===== config.mk =====
export PLATFORM = sky130hd
export DESIGN_NAME = ifr_regs
export DESIGN_NICKNAME = d
export VERILOG_FILES = /design/src/hdl/ifr_pkg.sv /design/src/hdl/ifr_fault_pin.sv /design/src/hdl/ifr_regs.sv
export SDC_FILE = /design/constraint.sdc
export NUM_CORES = 1
export LEC_CHECK = 0
export BUFFER_PORTS_ARGS = -buffer_cell sky130_fd_sc_hd__buf_2
export CAP_MARGIN = 40
export CORE_MARGIN = 1.5
export CORE_UTILIZATION = 41
export DETAILED_ROUTE_END_ITERATION = 12
export GPL_TIMING_DRIVEN = 0
export PLACE_DENSITY = 0.69
export SLEW_MARGIN = 20
export SYNTH_ARGS = -nofsm -noshare
export SYNTH_HDL_FRONTEND = slang
export SYNTH_SLANG_ARGS = --single-unit

===== constraint.sdc =====
create_clock -name ref_clk -period 4.95 [get_ports ref_clk]
set_input_delay 0.99 -clock ref_clk [delete_from_list [all_inputs] [get_ports ref_clk]]
set_output_delay 0.99 -clock ref_clk [all_outputs]
set_load 0.005 [all_outputs]

===== src/hdl/ifr_pkg.sv =====
/*
  Constants for the input enable and fault reporting register bank: register
  offsets, reset values, bit positions and masks of writable bits.
  Assumes an outer SPI front end that has already framed each command.
*/
// Notes on behaviour
// - a zero enable bit disables that input and forces its state bit low; all enabled at reset
// - a frame whose clock count is not a multiple of eight sets bit 5, is rejected
// - overtemperature sets bit 4 and turns off inputs and LED drivers; SPI stays up
// - current reference open, or thermal shutdown, sets bit 3; inputs untouched
// - current reference short sets bit 2; inputs disabled while the short lasts
// - bit 1 on wire-break reference open, thermal shutdown, or all wire-break off
// - wire-break reference short sets bit 0; inputs untouched
// - reference fault flags stay latched and clear on read of the secondary register
// - an enabled secondary source sets the summary bit of the primary register
// - non-sticky fault pin follows the OR of unmasked live sources
// - sticky fault pin holds asserted until the primary register is read
// - a primary source reaches the fault pin only when its mask bit is 1
// - the fault pin is active low
// - reading the primary register clears the summary only if no enabled source remains
package ifr_pkg;
  // ----------------------------------------------------------------------
  // register offsets
  // ----------------------------------------------------------------------
  localparam logic [6:0] ADDR_PRIMARY   = 7'h04;
  localparam logic [6:0] ADDR_IN_ENABLE = 7'h1A;
  localparam logic [6:0] ADDR_SEC_STAT  = 7'h1C;
  localparam logic [6:0] ADDR_SEC_EN    = 7'h1E;
  localparam logic [6:0] ADDR_PIN_CFG   = 7'h22;
  localparam logic [6:0] ADDR_PIN_MASK  = 7'h24;

  // ----------------------------------------------------------------------
  // reset values and writable-bit masks
  // ----------------------------------------------------------------------
  localparam logic [7:0] RST_IN_ENABLE  = 8'hFF;
  localparam logic [7:0] RST_SEC_STAT   = 8'h02;
  localparam logic [7:0] RST_SEC_EN     = 8'h00;
  localparam logic [7:0] RST_PIN_CFG    = 8'h00;
  localparam logic [7:0] RST_PIN_MASK   = 8'hC0;
  localparam logic [7:0] RST_PRIMARY    = 8'h46;
  localparam logic [7:0] MASK_SEC       = 8'h3F;
  localparam logic [7:0] MASK_PIN_CFG   = 8'h80;
  localparam logic [7:0] BYTE_ZERO      = 8'h00;
  localparam logic [7:0] BYTE_ONES      = 8'hFF;
  // primary bits cleared by a read when their source is gone
  localparam logic [7:0] PRIM_COR_MASK  = 8'h3E;

  // ----------------------------------------------------------------------
  // bit positions
  // ----------------------------------------------------------------------
  localparam int SEC_CLK_ERR  = 5;
  localparam int SEC_OT_SHDN  = 4;
  localparam int SEC_CREF_OPN = 3;
  localparam int SEC_CREF_SHT = 2;
  localparam int SEC_WREF_OPN = 1;
  localparam int SEC_WREF_SHT = 0;
  localparam int PRIM_CRC     = 7;
  localparam int PRIM_POR     = 6;
  localparam int PRIM_SUMMARY = 5;
  localparam int PRIM_T_HIGH  = 4;
  localparam int PRIM_T_LOW   = 3;
  localparam int PRIM_SUP_LOW = 2;
  localparam int PRIM_SUP_MIS = 1;
  localparam int PRIM_WB_SUM  = 0;
  localparam int CFG_STICKY   = 7;
endpackage


===== src/hdl/ifr_fault_pin.sv =====
/*
  Fault pin driver: masks the primary fault sources and drives the active-low
  pin either live or sticky. Assumes synchronous inputs from the register bank.
*/
`timescale 1ns/1ps
module ifr_fault_pin
  import ifr_pkg::*;
(
  // clock and reset
  input  wire logic       ref_clk,
  input  wire logic       rst,
  // configuration
  input  wire logic       sticky_select,
  input  wire logic [7:0] pin_mask,
  // sources
  input  wire logic [7:0] live_sources,
  input  wire logic [7:0] latched_sources,
  input  wire logic       primary_read,
  // pin
  output logic            fault_n_q
);
  logic hold_q;
  logic latched_hit;
  logic live_hit;

  // ----------------------------------------------------------------------
  // masking
  // ----------------------------------------------------------------------
  assign latched_hit = |(latched_sources & pin_mask);
  assign live_hit    = |(live_sources & pin_mask);

  // sticky hold; the read clears it even though the latched bits are still
  // set in that cycle, otherwise the pin could never be released. a source
  // that is still live in the read cycle is relatched by the bank, so the
  // pin stays low through the latched bits and no fault is lost
  always_ff @(posedge ref_clk or posedge rst) begin
    if (rst) begin
      hold_q <= 1'b0;
    end else if (primary_read) begin
      hold_q <= 1'b0;
    end else if (latched_hit) begin
      hold_q <= 1'b1;
    end
  end

  // pin is driven low for a fault
  always_ff @(posedge ref_clk or posedge rst) begin
    if (rst) begin
      fault_n_q <= 1'b1;
    end else if (sticky_select) begin
      fault_n_q <= ~(latched_hit | hold_q);
    end else begin
      fault_n_q <= ~live_hit;
    end
  end
endmodule


===== src/hdl/ifr_regs.sv =====
/*
  Register bank for input enables and fault reporting of an octal digital
  input device. Assumes an SPI front end that hands over one decoded command
  per frame, with a flag telling whether the clock count was whole bytes.
*/
`timescale 1ns/1ps
module ifr_regs
  import ifr_pkg::*;
(
  // clock and reset
  input  wire logic       ref_clk,
  input  wire logic       rst,
  // decoded command from the serial front end
  input  wire logic       cmd_valid,
  input  wire logic       cmd_clk_ok,
  input  wire logic       cmd_write,
  input  wire logic [6:0] cmd_addr,
  input  wire logic [7:0] cmd_wdata,
  output logic            rd_valid_q,
  output logic [7:0]      rd_data_q,
  // analog front end status
  input  wire logic [7:0] raw_inputs,
  input  wire logic [7:0] wb_detect_enable,
  input  wire logic       overtemp,
  input  wire logic       cref_open,
  input  wire logic       cref_short,
  input  wire logic       wref_open,
  input  wire logic       wref_short,
  // primary fault sources
  input  wire logic       crc_error,
  input  wire logic       temp_alarm_low,
  input  wire logic       temp_alarm_high,
  input  wire logic       supply_low,
  input  wire logic       supply_missing,
  input  wire logic       wirebreak_any,
  // channel and pin outputs
  output logic [7:0]      channel_active_q,
  output logic [7:0]      input_state_bits_q,
  output logic            led_drive_on_q,
  output logic            fault_n_q
);
  import ifr_pkg::*;

  logic [7:0] input_channel_enable_q;
  logic [7:0] secondary_fault_status_q;
  logic [7:0] secondary_fault_enable_q;
  logic [7:0] fault_pin_config_q;
  logic [7:0] primary_fault_pin_mask_q;
  logic [7:0] primary_fault_status_q;
  logic [7:0] sec_set;
  logic [7:0] prim_live;
  logic [7:0] rd_mux;
  logic       cmd_ok;
  logic       wr_en;
  logic       rd_en;
  logic       summary_live;

  // ----------------------------------------------------------------------
  // command qualification
  // ----------------------------------------------------------------------
  // a short frame is dropped whole so no register sees half a command
  assign cmd_ok = cmd_valid & cmd_clk_ok;
  assign wr_en  = cmd_ok & cmd_write;
  assign rd_en  = cmd_ok & ~cmd_write;

  // ----------------------------------------------------------------------
  // writable registers
  // ----------------------------------------------------------------------
  // plain read/write registers, reserved bits held at zero
  always_ff @(posedge ref_clk or posedge rst) begin
    if (rst) begin
      input_channel_enable_q   <= RST_IN_ENABLE;
      secondary_fault_enable_q <= RST_SEC_EN;
      fault_pin_config_q       <= RST_PIN_CFG;
      primary_fault_pin_mask_q <= RST_PIN_MASK;
    end else if (wr_en) begin
      unique case (cmd_addr)
        ADDR_IN_ENABLE: input_channel_enable_q   <= cmd_wdata;
        ADDR_SEC_EN:    secondary_fault_enable_q <= cmd_wdata & MASK_SEC;
        ADDR_PIN_CFG:   fault_pin_config_q       <= cmd_wdata & MASK_PIN_CFG;
        ADDR_PIN_MASK:  primary_fault_pin_mask_q <= cmd_wdata;
        default: begin
        end
      endcase
    end
  end

  // ----------------------------------------------------------------------
  // secondary fault status, latched and clear-on-read
  // ----------------------------------------------------------------------
  always_comb begin
    sec_set               = BYTE_ZERO;
    sec_set[SEC_CLK_ERR]  = cmd_valid & ~cmd_clk_ok;
    sec_set[SEC_OT_SHDN]  = overtemp;
    sec_set[SEC_CREF_OPN] = cref_open | overtemp;
    sec_set[SEC_CREF_SHT] = cref_short;
    sec_set[SEC_WREF_OPN] = wref_open | overtemp | (wb_detect_enable == BYTE_ZERO);
    sec_set[SEC_WREF_SHT] = wref_short;
  end

  // a live condition in the read cycle sets again, so no event is lost
  always_ff @(posedge ref_clk or posedge rst) begin
    if (rst) begin
      secondary_fault_status_q <= RST_SEC_STAT;
    end else if (rd_en && cmd_addr == ADDR_SEC_STAT) begin
      secondary_fault_status_q <= sec_set;
    end else begin
      secondary_fault_status_q <= secondary_fault_status_q | sec_set;
    end
  end

  // ----------------------------------------------------------------------
  // primary fault status (only the parts this bank needs)
  // ----------------------------------------------------------------------
  assign summary_live = |(secondary_fault_status_q & secondary_fault_enable_q);

  always_comb begin
    prim_live               = BYTE_ZERO;
    prim_live[PRIM_CRC]     = crc_error;
    prim_live[PRIM_POR]     = primary_fault_status_q[PRIM_POR];
    prim_live[PRIM_SUMMARY] = summary_live;
    prim_live[PRIM_T_HIGH]  = temp_alarm_high;
    prim_live[PRIM_T_LOW]   = temp_alarm_low;
    prim_live[PRIM_SUP_LOW] = supply_low;
    prim_live[PRIM_SUP_MIS] = supply_missing;
    prim_live[PRIM_WB_SUM]  = wirebreak_any;
  end

  // crc and wire-break summary mirror their sources; the power-on flag clears
  // only by writing zero; the rest clear on read unless still present
  always_ff @(posedge ref_clk or posedge rst) begin
    if (rst) begin
      primary_fault_status_q <= RST_PRIMARY;
    end else begin
      primary_fault_status_q[PRIM_CRC]    <= crc_error;
      primary_fault_status_q[PRIM_WB_SUM] <= wirebreak_any;
      if (wr_en && cmd_addr == ADDR_PRIMARY && !cmd_wdata[PRIM_POR]) begin
        primary_fault_status_q[PRIM_POR] <= 1'b0;
      end
      if (rd_en && cmd_addr == ADDR_PRIMARY) begin
        primary_fault_status_q[PRIM_SUMMARY:PRIM_SUP_MIS] <=
          prim_live[PRIM_SUMMARY:PRIM_SUP_MIS];
      end else begin
        primary_fault_status_q[PRIM_SUMMARY:PRIM_SUP_MIS] <=
          primary_fault_status_q[PRIM_SUMMARY:PRIM_SUP_MIS] |
          prim_live[PRIM_SUMMARY:PRIM_SUP_MIS];
      end
    end
  end

  // ----------------------------------------------------------------------
  // read port
  // ----------------------------------------------------------------------
  always_comb begin
    unique case (cmd_addr)
      ADDR_PRIMARY:   rd_mux = primary_fault_status_q;
      ADDR_IN_ENABLE: rd_mux = input_channel_enable_q;
      ADDR_SEC_STAT:  rd_mux = secondary_fault_status_q;
      ADDR_SEC_EN:    rd_mux = secondary_fault_enable_q;
      ADDR_PIN_CFG:   rd_mux = fault_pin_config_q;
      ADDR_PIN_MASK:  rd_mux = primary_fault_pin_mask_q;
      default:        rd_mux = BYTE_ZERO; // unmapped reads as zero
    endcase
  end

  // data is the value before any clear-on-read takes effect
  always_ff @(posedge ref_clk or posedge rst) begin
    if (rst) begin
      rd_valid_q <= 1'b0;
      rd_data_q  <= BYTE_ZERO;
    end else begin
      rd_valid_q <= rd_en;
      rd_data_q  <= rd_en ? rd_mux : rd_data_q;
    end
  end

  // ----------------------------------------------------------------------
  // channel gating
  // ----------------------------------------------------------------------
  // live conditions gate, not the latched flags, so inputs return when a
  // fault clears even before software reads the status
  always_ff @(posedge ref_clk or posedge rst) begin
    if (rst) begin
      channel_active_q   <= BYTE_ZERO;
      input_state_bits_q <= BYTE_ZERO;
      led_drive_on_q     <= 1'b0;
    end else begin
      channel_active_q   <= (overtemp | cref_short) ? BYTE_ZERO :
                            input_channel_enable_q;
      input_state_bits_q <= (overtemp | cref_short) ? BYTE_ZERO :
                            raw_inputs & input_channel_enable_q;
      led_drive_on_q     <= ~overtemp;
    end
  end

  // ----------------------------------------------------------------------
  // fault pin
  // ----------------------------------------------------------------------
  ifr_fault_pin u_fault_pin (
    .ref_clk         (ref_clk),
    .rst             (rst),
    .sticky_select   (fault_pin_config_q[CFG_STICKY]),
    .pin_mask        (primary_fault_pin_mask_q),
    .live_sources    (prim_live),
    .latched_sources (primary_fault_status_q),
    .primary_read    (rd_en && cmd_addr == ADDR_PRIMARY),
    .fault_n_q       (fault_n_q)
  );
endmodule


### Word level (Yosys, flattened, before mapping)

Cells that the tools add are included.

* bits in registers: 67
* latch bits: 0
* memory bits (writable): 0
* memory bits (read-only): 0
* input port bits: 47
* output and inout bits: 27
* logic and storage cells: 62
* memories: 0

* add/subtract/negate cells: 0
* $mul: 0
* div/mod/pow operators: 0
* $lt $le $gt $ge: 0
* equal/unequal tests: 6
* shifts and indexed selects: 0
* muxes and demuxes: 8
* bitwise gates (word level): 20
* reduce and logical (&&, ||, !) cells: 14

Operators with widths (number)
* $pmux W8 S6: 1
* $and A8 B8 Y8: 3
* $mux W8: 3
* $reduce_or A8 Y1: 3
* $eq A7 B5 Y1 const B: 3
* $eq A7 B6 Y1 const B: 2
* $and A8 B6 Y8: 1
* $logic_not A8 Y1: 1
* $or A8 B6 Y8: 1
* $reduce_and A2 Y1: 4
* $eq A7 B3 Y1 const B: 1
* $mux W5: 1
* $not A1 Y1: 5
* $or A1 B1 Y1: 5
* $or A5 B5 Y5: 1
* $and A1 B1 Y1: 4
* $logic_and A1 B1 Y1: 4
* $mux W1: 3
* $reduce_bool A2 Y1: 1
* $logic_not A1 Y1: 1

### Depth between registers and ports, before layout

Gate-level depths: netlist (run 1).

* depth after elaboration: 6
* mapped depth: 7
* mapped depth without buffers: 4

### By module

A second synthesis (run 1) with hierarchy kept.

* cells, all modules: 216
* area, all modules: 2824.0 um^2

By module, submodules not included
* ifr_regs: instances 1, cells an instance 199, area an instance 2672.6 um^2, sequential area each 1594.0 um^2
* ifr_fault_pin: instances 1, cells an instance 17, area an instance 151.4 um^2, sequential area each 51.3 um^2

### Least setup slack after synthesis (run 1)

Ideal clock, no wire load.

* kind: in2reg
* start point: input port cmd_addr[6]
* end point: register secondary_fault_enable_q[0]
* setup time: 0.125 ns
* arrival time: 2.046 ns
* required time: 4.825 ns
* setup slack: 2.779 ns
* stages on the path: 6
* path buffers: 2
* cell sequence: nor2_1 and4_1 buf_6 and4_4 buf_6 mux2_4

* word-level cells in the longest chain between the ends: 2

RTL lines
* start, declared: line ifr_regs.sv:17 `input wire logic [6:0] cmd_addr,`
* $eq A7 B5 Y1: line ifr_regs.sv:77 `unique case (cmd_addr)`
* $reduce_and A2 Y1 (no line)
* end signal, assigned: line ifr_regs.sv:79 `ADDR_SEC_EN: secondary_fault_enable_q <= cmd_wdata & MASK_SEC;`
* end, declared: line ifr_regs.sv:46 `logic [7:0] secondary_fault_enable_q;`

Every way passes these cells.
A chain may end at the register's enable or synchronous reset.

### Worst setup path after layout (run 1)

* start point: input port cmd_addr[6]
* end point: register secondary_fault_enable_q[5]

Same word-level chain as after synthesis.

==> impl_metrics.ini, run 1 <==
[timing]
clock.fmax_mhz = 490
setup_slack_ns = 2.91
period_share_pct = 41.2
rsz0062_at_grt = no
hold_viol_final = 0
finClkSkew_ns = 0.00817
post-route-min-period_ns = 2.04
worst_pin_slew_ns = 0.531
drv_slew = 0
setup_violations = 0
setup_tns_ns = 0
slew_headroom_pct = 64.1

[cts]
hold_buffers = 0
clockBufferDepth = 2
post_cts_buffers = 0
cts-resized-gates = 0
path_clk_slew_ns = 0.07
clkSinkCount = 65
clock-root-buffer = clkbuf_8
clk_latency_ns = 0.34
cts_tree = done
cts_max_level = 3
cts_made_buffers = 9

[cells_and_area]
final_nets = 346
fin_util_pct = 51.9
final_common_cell = buf_2
mostFrequentLayoutCells = 72 x buf_2, 50 x dfrtp_1, 30 x mux2_2
final_cells = 384
layout-drive-gt1-share_pct = 50.3
syn_to_final_growth_pct = 22.8
n_antenna_cell = 0

[synth]
yosys_warnings = 0
syn_inst = 216
netlist-cell-type-count = 40
netlist_area_mm2 = 0.00286
syn_avg_cell_area_um2 = 13.2
yosys-top-cells-area = dfrtp_1 44%, dfstp_2 14%, mux2_2 12%, a22oi_1 3.2%, mux2_4 3.2%
yosysTopAreaCell = dfrtp_1
synth_top_area_share_pct = 43.8
yosysSeqAreaShare_pct = 57.6
ys_seq_elements = 65
synth_fp_nets = 263

[floorplan]
dieArea_mm2 = 0.00748
die_w_um = 86.5
std_cell_rows = 30
start_util_pct = 42.3
die_h_um = 86.5
io-pin-count = 74
core_mm2 = 0.00676

[power]
irDropWorstVdd_uv = 152
powerDensity_mw_per_mm2 = 302
power.leakage_nw = 1.69

[route]
ant_nets = 0
drt_iter0_markers = 65
remaining_drc_errors = 0
viasPerCell = 5.45
num_vias = 2092
wire_per_inst_um = 16.6
routed_wl_um = 6360
drtPass1Iterations = 5

[min_path]
hp-class = reg2reg

[outcome]
status = completed

[critical_path]
cp_max_fo = 8
crit_path_end_kind = register
start_kind = input port
worstSetupPathType = in2reg
cp.required_ns = 5.17
cp_data_arrival_time_ns = 2.26

[global_route]
grt_usage_pct = 18.0
grt_pass1_vias = 1988
grt_max_degree = 62
antenna_found_initial = 0
gr-total-overflow = 0
grt_first_pass_wirelength_um = 10000

[placed_design]
dp_hpwl_um = 4740
dp.cells = 368
routabilityCongestion = 0.880
pre_cts_ws_ns = 2.57
port_buffers = 71

[job]
drv_cap = 0
-- metrics by stage --
step                instance area (µm²)  total power [mW]  hold slack (ns)
finish                             3510              1.06            0.485
CTS                                3510              1.07            0.485
detailed placement                 3340             0.685            0.474
floorplan                          2860             0.631            0.445
global route                       3510              1.11            0.509
global placement                   3310             0.680            0.467
-- cell families after synthesis --
family,Yosys count,share of synthesized area (%)
AOI/OAI and AO/OA,50,13.0
and+or+nand+nor,51,11.1
DFF,65,57.6
muxes,36,15.0
buffers and inverters,14,3.33
-- worst paths after layout --
path,start,endpoint,slack (ns),cells past startpoint
min in group asynchronous,rst,channel_active_q[0],0.51,2
max in group asynchronous,rst,secondary_fault_status_q[1],3.90,3
worst max register to register,primary_fault_pin_mask_q[1],u_fault_pin.fault_n_q,3.53,4
worst max-delay path,cmd_addr[6],secondary_fault_enable_q[5],2.91,7
worst min-delay path,primary_fault_status_q[6],primary_fault_status_q[6],0.49,2
worst min register to register,primary_fault_status_q[6],primary_fault_status_q[6],0.49,2
-- Yosys cell counts, drive strengths merged --
master,number
mux2,36
inv,4
and4,2
a22oi,12
dfrtp,50
a21oi,8
a22o,9
nor4,2
a211oi,2
a21o,9
nand2,5
clkbuf,3
a31oi,2
o21ai,1
and4bb,1
and3,10
and2,9
buf,7
nor4b,1
nor2b,2
a221oi,1
a32oi,1
nor2,13
a222oi,1
a211o,2
nor3b,1
nand3,5
a32o,1
o21a,1
dfstp,15
-- sequential cells by signal, summed over array words and instances (netlist names), 6 cells and up --
name and cells:
secondary_fault_status_q 6, channel_active_q 8, input_state_bits_q 8, rd_data_q 8
primary_fault_pin_mask_q 8, primary_fault_status_q 8, secondary_fault_enable_q 6, input_channel_enable_q 8
-- per-layer routing --
layer | wire length [µm] | track usage, % | up-vias | part of all wire, %
li1 | - | - | 967 | -
met1 | 2990 | 24.8 | 1035 | 47
met2 | 2910 | 27.5 | 79 | 46
met3 | 348 | 3.33 | 11 | 5.5
met4 | 116 | 8.80 | 0 | 1.8
met5 | 0 | 0 | - | 0
-- cell type report --
cell class	instances	area [µm²]
Timing Repair Buffer	72	383
Multi-Input combinational cell	137	1120
Tap cell	80	100
Sequential cell	65	1650
Clock buffer	13	149
Fill cell	621	3250
Buffer	10	80.1
Clock inverter	3	17.5
Inverter	4	17.5
-- critical path: stages --
cell    delay (ns)
buf_2         0.11
nor2_1        0.14
and4_1        0.23
buf_6         0.13
and4_4        0.22
buf_6         0.14
mux2_4        0.30
-- where the power goes --
part / switching [mW] / leakage (nW) / internal, mW
combinational: 0.0534 / 0.826 / 0.0535
sequential: 0.0131 / 0.782 / 0.555
clock: 0.190 / 0.0834 / 0.194
total: 0.257 / 1.69 / 0.802
Power figures use the tool's default switching activity.
==> inputs of run 2 (changes only) <==
clock period = 2.1 ns   (was 4.95 ns; I/O delays follow)
==> run 2 against run 1 <==
Clock-buffer cell count unchanged. Routed wire length about the same. Highest routed layer unchanged. Sequential power increased by 140%. Largest cell class unchanged. Setup slack got worse by 2.3 ns. Flip-flop and latch count unchanged. Sequential share of layout area decreased by 0.13 points. First-iteration DRC count increased by 3.1%. Critical path depth unchanged.
==> impl_metrics.ini, run 2 (synthesis results as in run 1) <==
[cells_and_area]
final_common_cell = buf_2
final_nets = 347
fillers = 620
final_area_mm2 = 0.00352
mostFrequentLayoutCells = 72 x buf_2, 50 x dfrtp_1, 30 x mux2_2
layout-drive-gt1-share_pct = 50.2
fin_util_pct = 52.1
syn_to_final_growth_pct = 23.2
final_cells = 385
n_antenna_cell = 0

[route]
dr.max_layer_used = met4
drt_iter0_markers = 67
drt-met1-wl_um = 3010
drtPass1Iterations = 4
num_vias = 2086
routed_wl_um = 6360
dr_wl_met3_um = 320
ant_nets = 0
wire_per_inst_um = 16.5
viasPerCell = 5.42
remaining_drc_errors = 0
dr_wl_met2_um = 2920

[placed_design]
pre_cts_ws_ns = 0.289
port_buffers = 71
dpl_cell_area_mm2 = 0.00334
routabilityCongestion = 0.880
dp.cells = 368
dp_hpwl_um = 4740

[floorplan]
die_w_um = 86.5
std_cell_rows = 30
die_h_um = 86.5
core_mm2 = 0.00676
io-pin-count = 74
dieArea_mm2 = 0.00748
start_util_pct = 42.3

[min_path]
hp-class = in2reg
hold_depth = 1

[timing]
worst_pin_slew_ns = 0.527
post-route-min-period_ns = 1.47
slew_headroom_pct = 64.4
clock.fmax_mhz = 679
period_share_pct = 70.1
hold_viol_final = 0
setup_violations = 0
setup_slack_ns = 0.627
rsz0062_at_grt = no
setup_tns_ns = 0
finClkSkew_ns = 0.00810
drv_slew = 0
holdWs_ns = 0.209

[critical_path]
startpoint = cmd_addr[6]
rrSetupSlack_ns = 0.66
crit_path_end_kind = register
reg2reg_depth = 4
worstSetupEndpoint = secondary_fault_enable_q[5]
r2r-end = u_fault_pin.fault_n_q
worstSetupPathType = in2reg
worstPathCellList = buf_2, nor2_1, and4_1, buf_6, and4_4, buf_6, mux2_4
crit_path_top_delay_cell = mux2_4
cp_data_arrival_time_ns = 1.69
start_kind = input port
reg2reg_from = primary_fault_pin_mask_q[1]
crit_top_cell = buf_6
cp.required_ns = 2.32
cp_slowest_stage_delay_ns = 0.30
cp_max_fo = 8

[cts]
clkSinkCount = 65
clock-root-buffer = clkbuf_8
path_clk_slew_ns = 0.06
clk_latency_ns = 0.34
cts_max_level = 3
cts_made_buffers = 9
clockBufferDepth = 2
cts_tree = done
cts-resized-gates = 0

[global_route]
grt_pass1_vias = 2000
antenna_found_initial = 0
grt_max_degree = 62
grt_usage_pct = 18.1
gr-total-overflow = 0
grt_first_pass_wirelength_um = 10100

[job]
drv_cap = 0

[outcome]
status = completed

[power]
irDropWorstVdd_uv = 359
powerDensity_mw_per_mm2 = 709
fin_total_pwr_mw = 2.50
power.leakage_nw = 1.70
run 2: changes by cell type in the layout (fill, tap and decap cells not counted), sizes merged:
cell and delta:
dlygate4sd3 +1
run 2: worst min path at each step:
| stage | slack [ns] | startpoint | endpoint |
|---|---|---|---|
| floorplan | 0.44 | primary_fault_status_q[6] | primary_fault_status_q[6] |
| global placement | 0.47 | primary_fault_status_q[6] | primary_fault_status_q[6] |
| detailed placement | 0.31 | rst | channel_active_q[0] |
| CTS | 0.20 | wirebreak_any | primary_fault_status_q[0] |
| global route | 0.20 | wirebreak_any | primary_fault_status_q[0] |
| finish | 0.21 | wirebreak_any | primary_fault_status_q[0] |
run 2: timing repair:
action,in CTS,in global routing
setup endpoints to repair,0,0
hold endpoints to repair,4,0
buffers inserted,0,0
hold buffers,1,0
run 2: cell type report:
| type | instances | area, µm² | share of cell area [%] |
|---|---|---|---|
| sequential | 65 | 1650 | 46.7 |
| multi-input combinational | 137 | 1120 | 31.7 |
| timing repair buffer | 73 | 393 | 11.2 |
| clock buffer | 13 | 149 | 4.23 |
| tap | 80 | 100 | 2.84 |
| buffer | 10 | 80.1 | 2.28 |
| clock inverter | 3 | 17.5 | 0.498 |
| inverter | 4 | 17.5 | 0.498 |
run 2: critical path, delay by kind of cell:
family	cells	cell delay, ns
AND/OR/NAND/NOR	3	0.59
buffers and inverters	3	0.38
multiplexers	1	0.30
run 2: per-layer routing:
metal,track usage (%),up-vias
met5,0,-
met1,24.8,1033
met4,8.80,0
met2,27.6,73
met3,3.33,11
li1,-,969
run 2: power by group:
group | leakage, nW | switching (mW) | internal (mW)
logic | 0.831 | 0.126 | 0.127
clock network | 0.0834 | 0.447 | 0.457
registers | 0.782 | 0.0306 | 1.31
total | 1.70 | 0.603 | 1.89
==> inputs of run 3 (changes only) <==
clock period = 1.4 ns   (was 2.1 ns; I/O delays follow)
==> run 3 against run 2 <==
Clock power rose by 70%. Combinational power rose by 58%. Total power rose by 58%. Sequential share of layout area fell by 0.91 points. Flip-flop and latch count did not move. Clock skew fell by 0.0048 ns. Clock-buffer cell count did not move. Via count fell by 1.8%. Core utilization rose by 1.0 points. Design area rose by 2.0%. First-iteration DRC count rose by 43%. Highest routed layer unchanged.
==> impl_metrics.ini, run 3 (synthesis results as in run 1) <==
[placed_design]
port_buffers = 71
dp_hpwl_um = 4920
routabilityCongestion = 0.863
dpl_cell_area_mm2 = 0.00337

[route]
viasPerCell = 5.29
wire_per_inst_um = 17.0
ant_nets = 0
dr_wl_met3_um = 307
remaining_drc_errors = 0
drt-met1-wl_um = 3170
num_vias = 2048
drt_iter0_markers = 96
dr.max_layer_used = met4
dr_wl_met2_um = 3000
routed_wl_um = 6590
drtPass1Iterations = 4

[cts]
cts_made_buffers = 9
clkSinkCount = 65
clock-root-buffer = clkbuf_8
path_clk_slew_ns = 0.06
cts_tree = done
cts_max_level = 3
clk_latency_ns = 0.34
clockBufferDepth = 2

[critical_path]
reg2reg_depth = 4
cp_data_arrival_time_ns = 1.64
worstSetupPathType = reg2reg
crit_path_end_kind = register
rrSetupSlack_ns = 0.04
cp_max_fo = 4
r2r-end = u_fault_pin.fault_n_q
cp.required_ns = 1.68
start_kind = register
startpoint = primary_fault_pin_mask_q[0]
reg2reg_from = primary_fault_pin_mask_q[0]

[timing]
clock.fmax_mhz = 735
setup_tns_ns = 0
hold_viol_final = 0
post-route-min-period_ns = 1.36
rsz0062_at_grt = yes
drv_slew = 0
period_share_pct = 97.2
worst_pin_slew_ns = 0.521
finClkSkew_ns = 0.00332
setup_violations = 0
slew_headroom_pct = 64.8

[outcome]
status = completed

[cells_and_area]
mostFrequentLayoutCells = 72 x buf_2, 50 x dfrtp_1, 30 x mux2_2
layout-drive-gt1-share_pct = 51.8
final_nets = 349
final_common_cell = buf_2
syn_to_final_growth_pct = 25.6
final_area_mm2 = 0.00359
n_antenna_cell = 0

[min_path]
hp-start = wirebreak_any
hold_depth = 1
hold_end = primary_fault_status_q[0]
hp-class = in2reg

[floorplan]
io-pin-count = 74
die_w_um = 86.5
dieArea_mm2 = 0.00748
die_h_um = 86.5
start_util_pct = 42.3
core_mm2 = 0.00676
std_cell_rows = 30

[global_route]
gr-total-overflow = 0
antenna_found_initial = 0
grt_max_degree = 34
grt_usage_pct = 18.8
grt_first_pass_wirelength_um = 10400
grt_pass1_vias = 2007

[power]
irDropWorstVdd_uv = 448
power.leakage_nw = 1.73
powerDensity_mw_per_mm2 = 1100

[job]
drv_cap = 0
==> run 3: area by class of cell <==
class                   count  area, µm²
fillers                   593       3170
flip-flops and latches     65       1650
multi-input cells         137       1140
repair buffers             75        420
clock buffers              13        149
well taps                  80        100
plain buffers              10       80.1
clock inverters             3       40.0
inverters                   4       18.8
==> run 3: timing repair <==
action / in CTS / in global routing
endpoints found under the hold margin: 8 / 0
buffers inserted: 0 / 1
gates resized for setup: 1 / 2
setup endpoints to repair: 1 / 3
hold buffers: 1 / 0
==> run 3: critical path, cell delays in order (launching register included) <==
cell,delay [ns]
dfrtp_1,0.43
a222oi_1,0.32
nand3_1,0.16
a211oi_2,0.23
a32o_2,0.17
==> run 3: through the flow <==
| step | util, % | power [mW] | hold slack (ns) | std cells | setup WS (ns) |
|---|---|---|---|---|---|
| after detailed placement | 49.9 | 2.44 | 0.253 | 369 | -0.199 |
| after CTS | 52.9 | 3.99 | 0.0534 | 386 | 0.0384 |
| after global placement | 49.2 | 2.41 | 0.412 | 367 | -0.186 |
| final | 53.1 | 3.95 | 0.0696 | 387 | 0.0386 |
| after floorplan | - | 2.23 | 0.311 | 216 | 0.0138 |
| after global routing | 53.1 | 4.12 | 0.0514 | 387 | -0.0370 |
==> run 3: per-layer routing <==
metal	track usage (%)	up-vias
li1	-	969
met4	7.04	0
met1	25.8	996
met5	0	-
met2	29.0	73
met3	4.57	10
==> run 3: worst max-delay path by stage <==
stage          slack, ns                     endpoint
2_1_floorplan       0.01  secondary_fault_enable_q[0]
3_3_place_gp       -0.19  secondary_fault_enable_q[3]
3_5_place_dp       -0.20  secondary_fault_enable_q[1]
4_1_cts             0.04        u_fault_pin.fault_n_q
5_1_grt            -0.04        u_fault_pin.fault_n_q
6_report            0.04        u_fault_pin.fault_n_q
==> run 3: where the power goes <==
group	internal, mW	leakage, nW	switching, mW	total (mW)
registers	1.96	0.782	0.0481	2.01
logic	0.199	0.846	0.200	0.399
clock network	0.867	0.0974	0.672	1.54
total	3.03	1.73	0.920	3.95
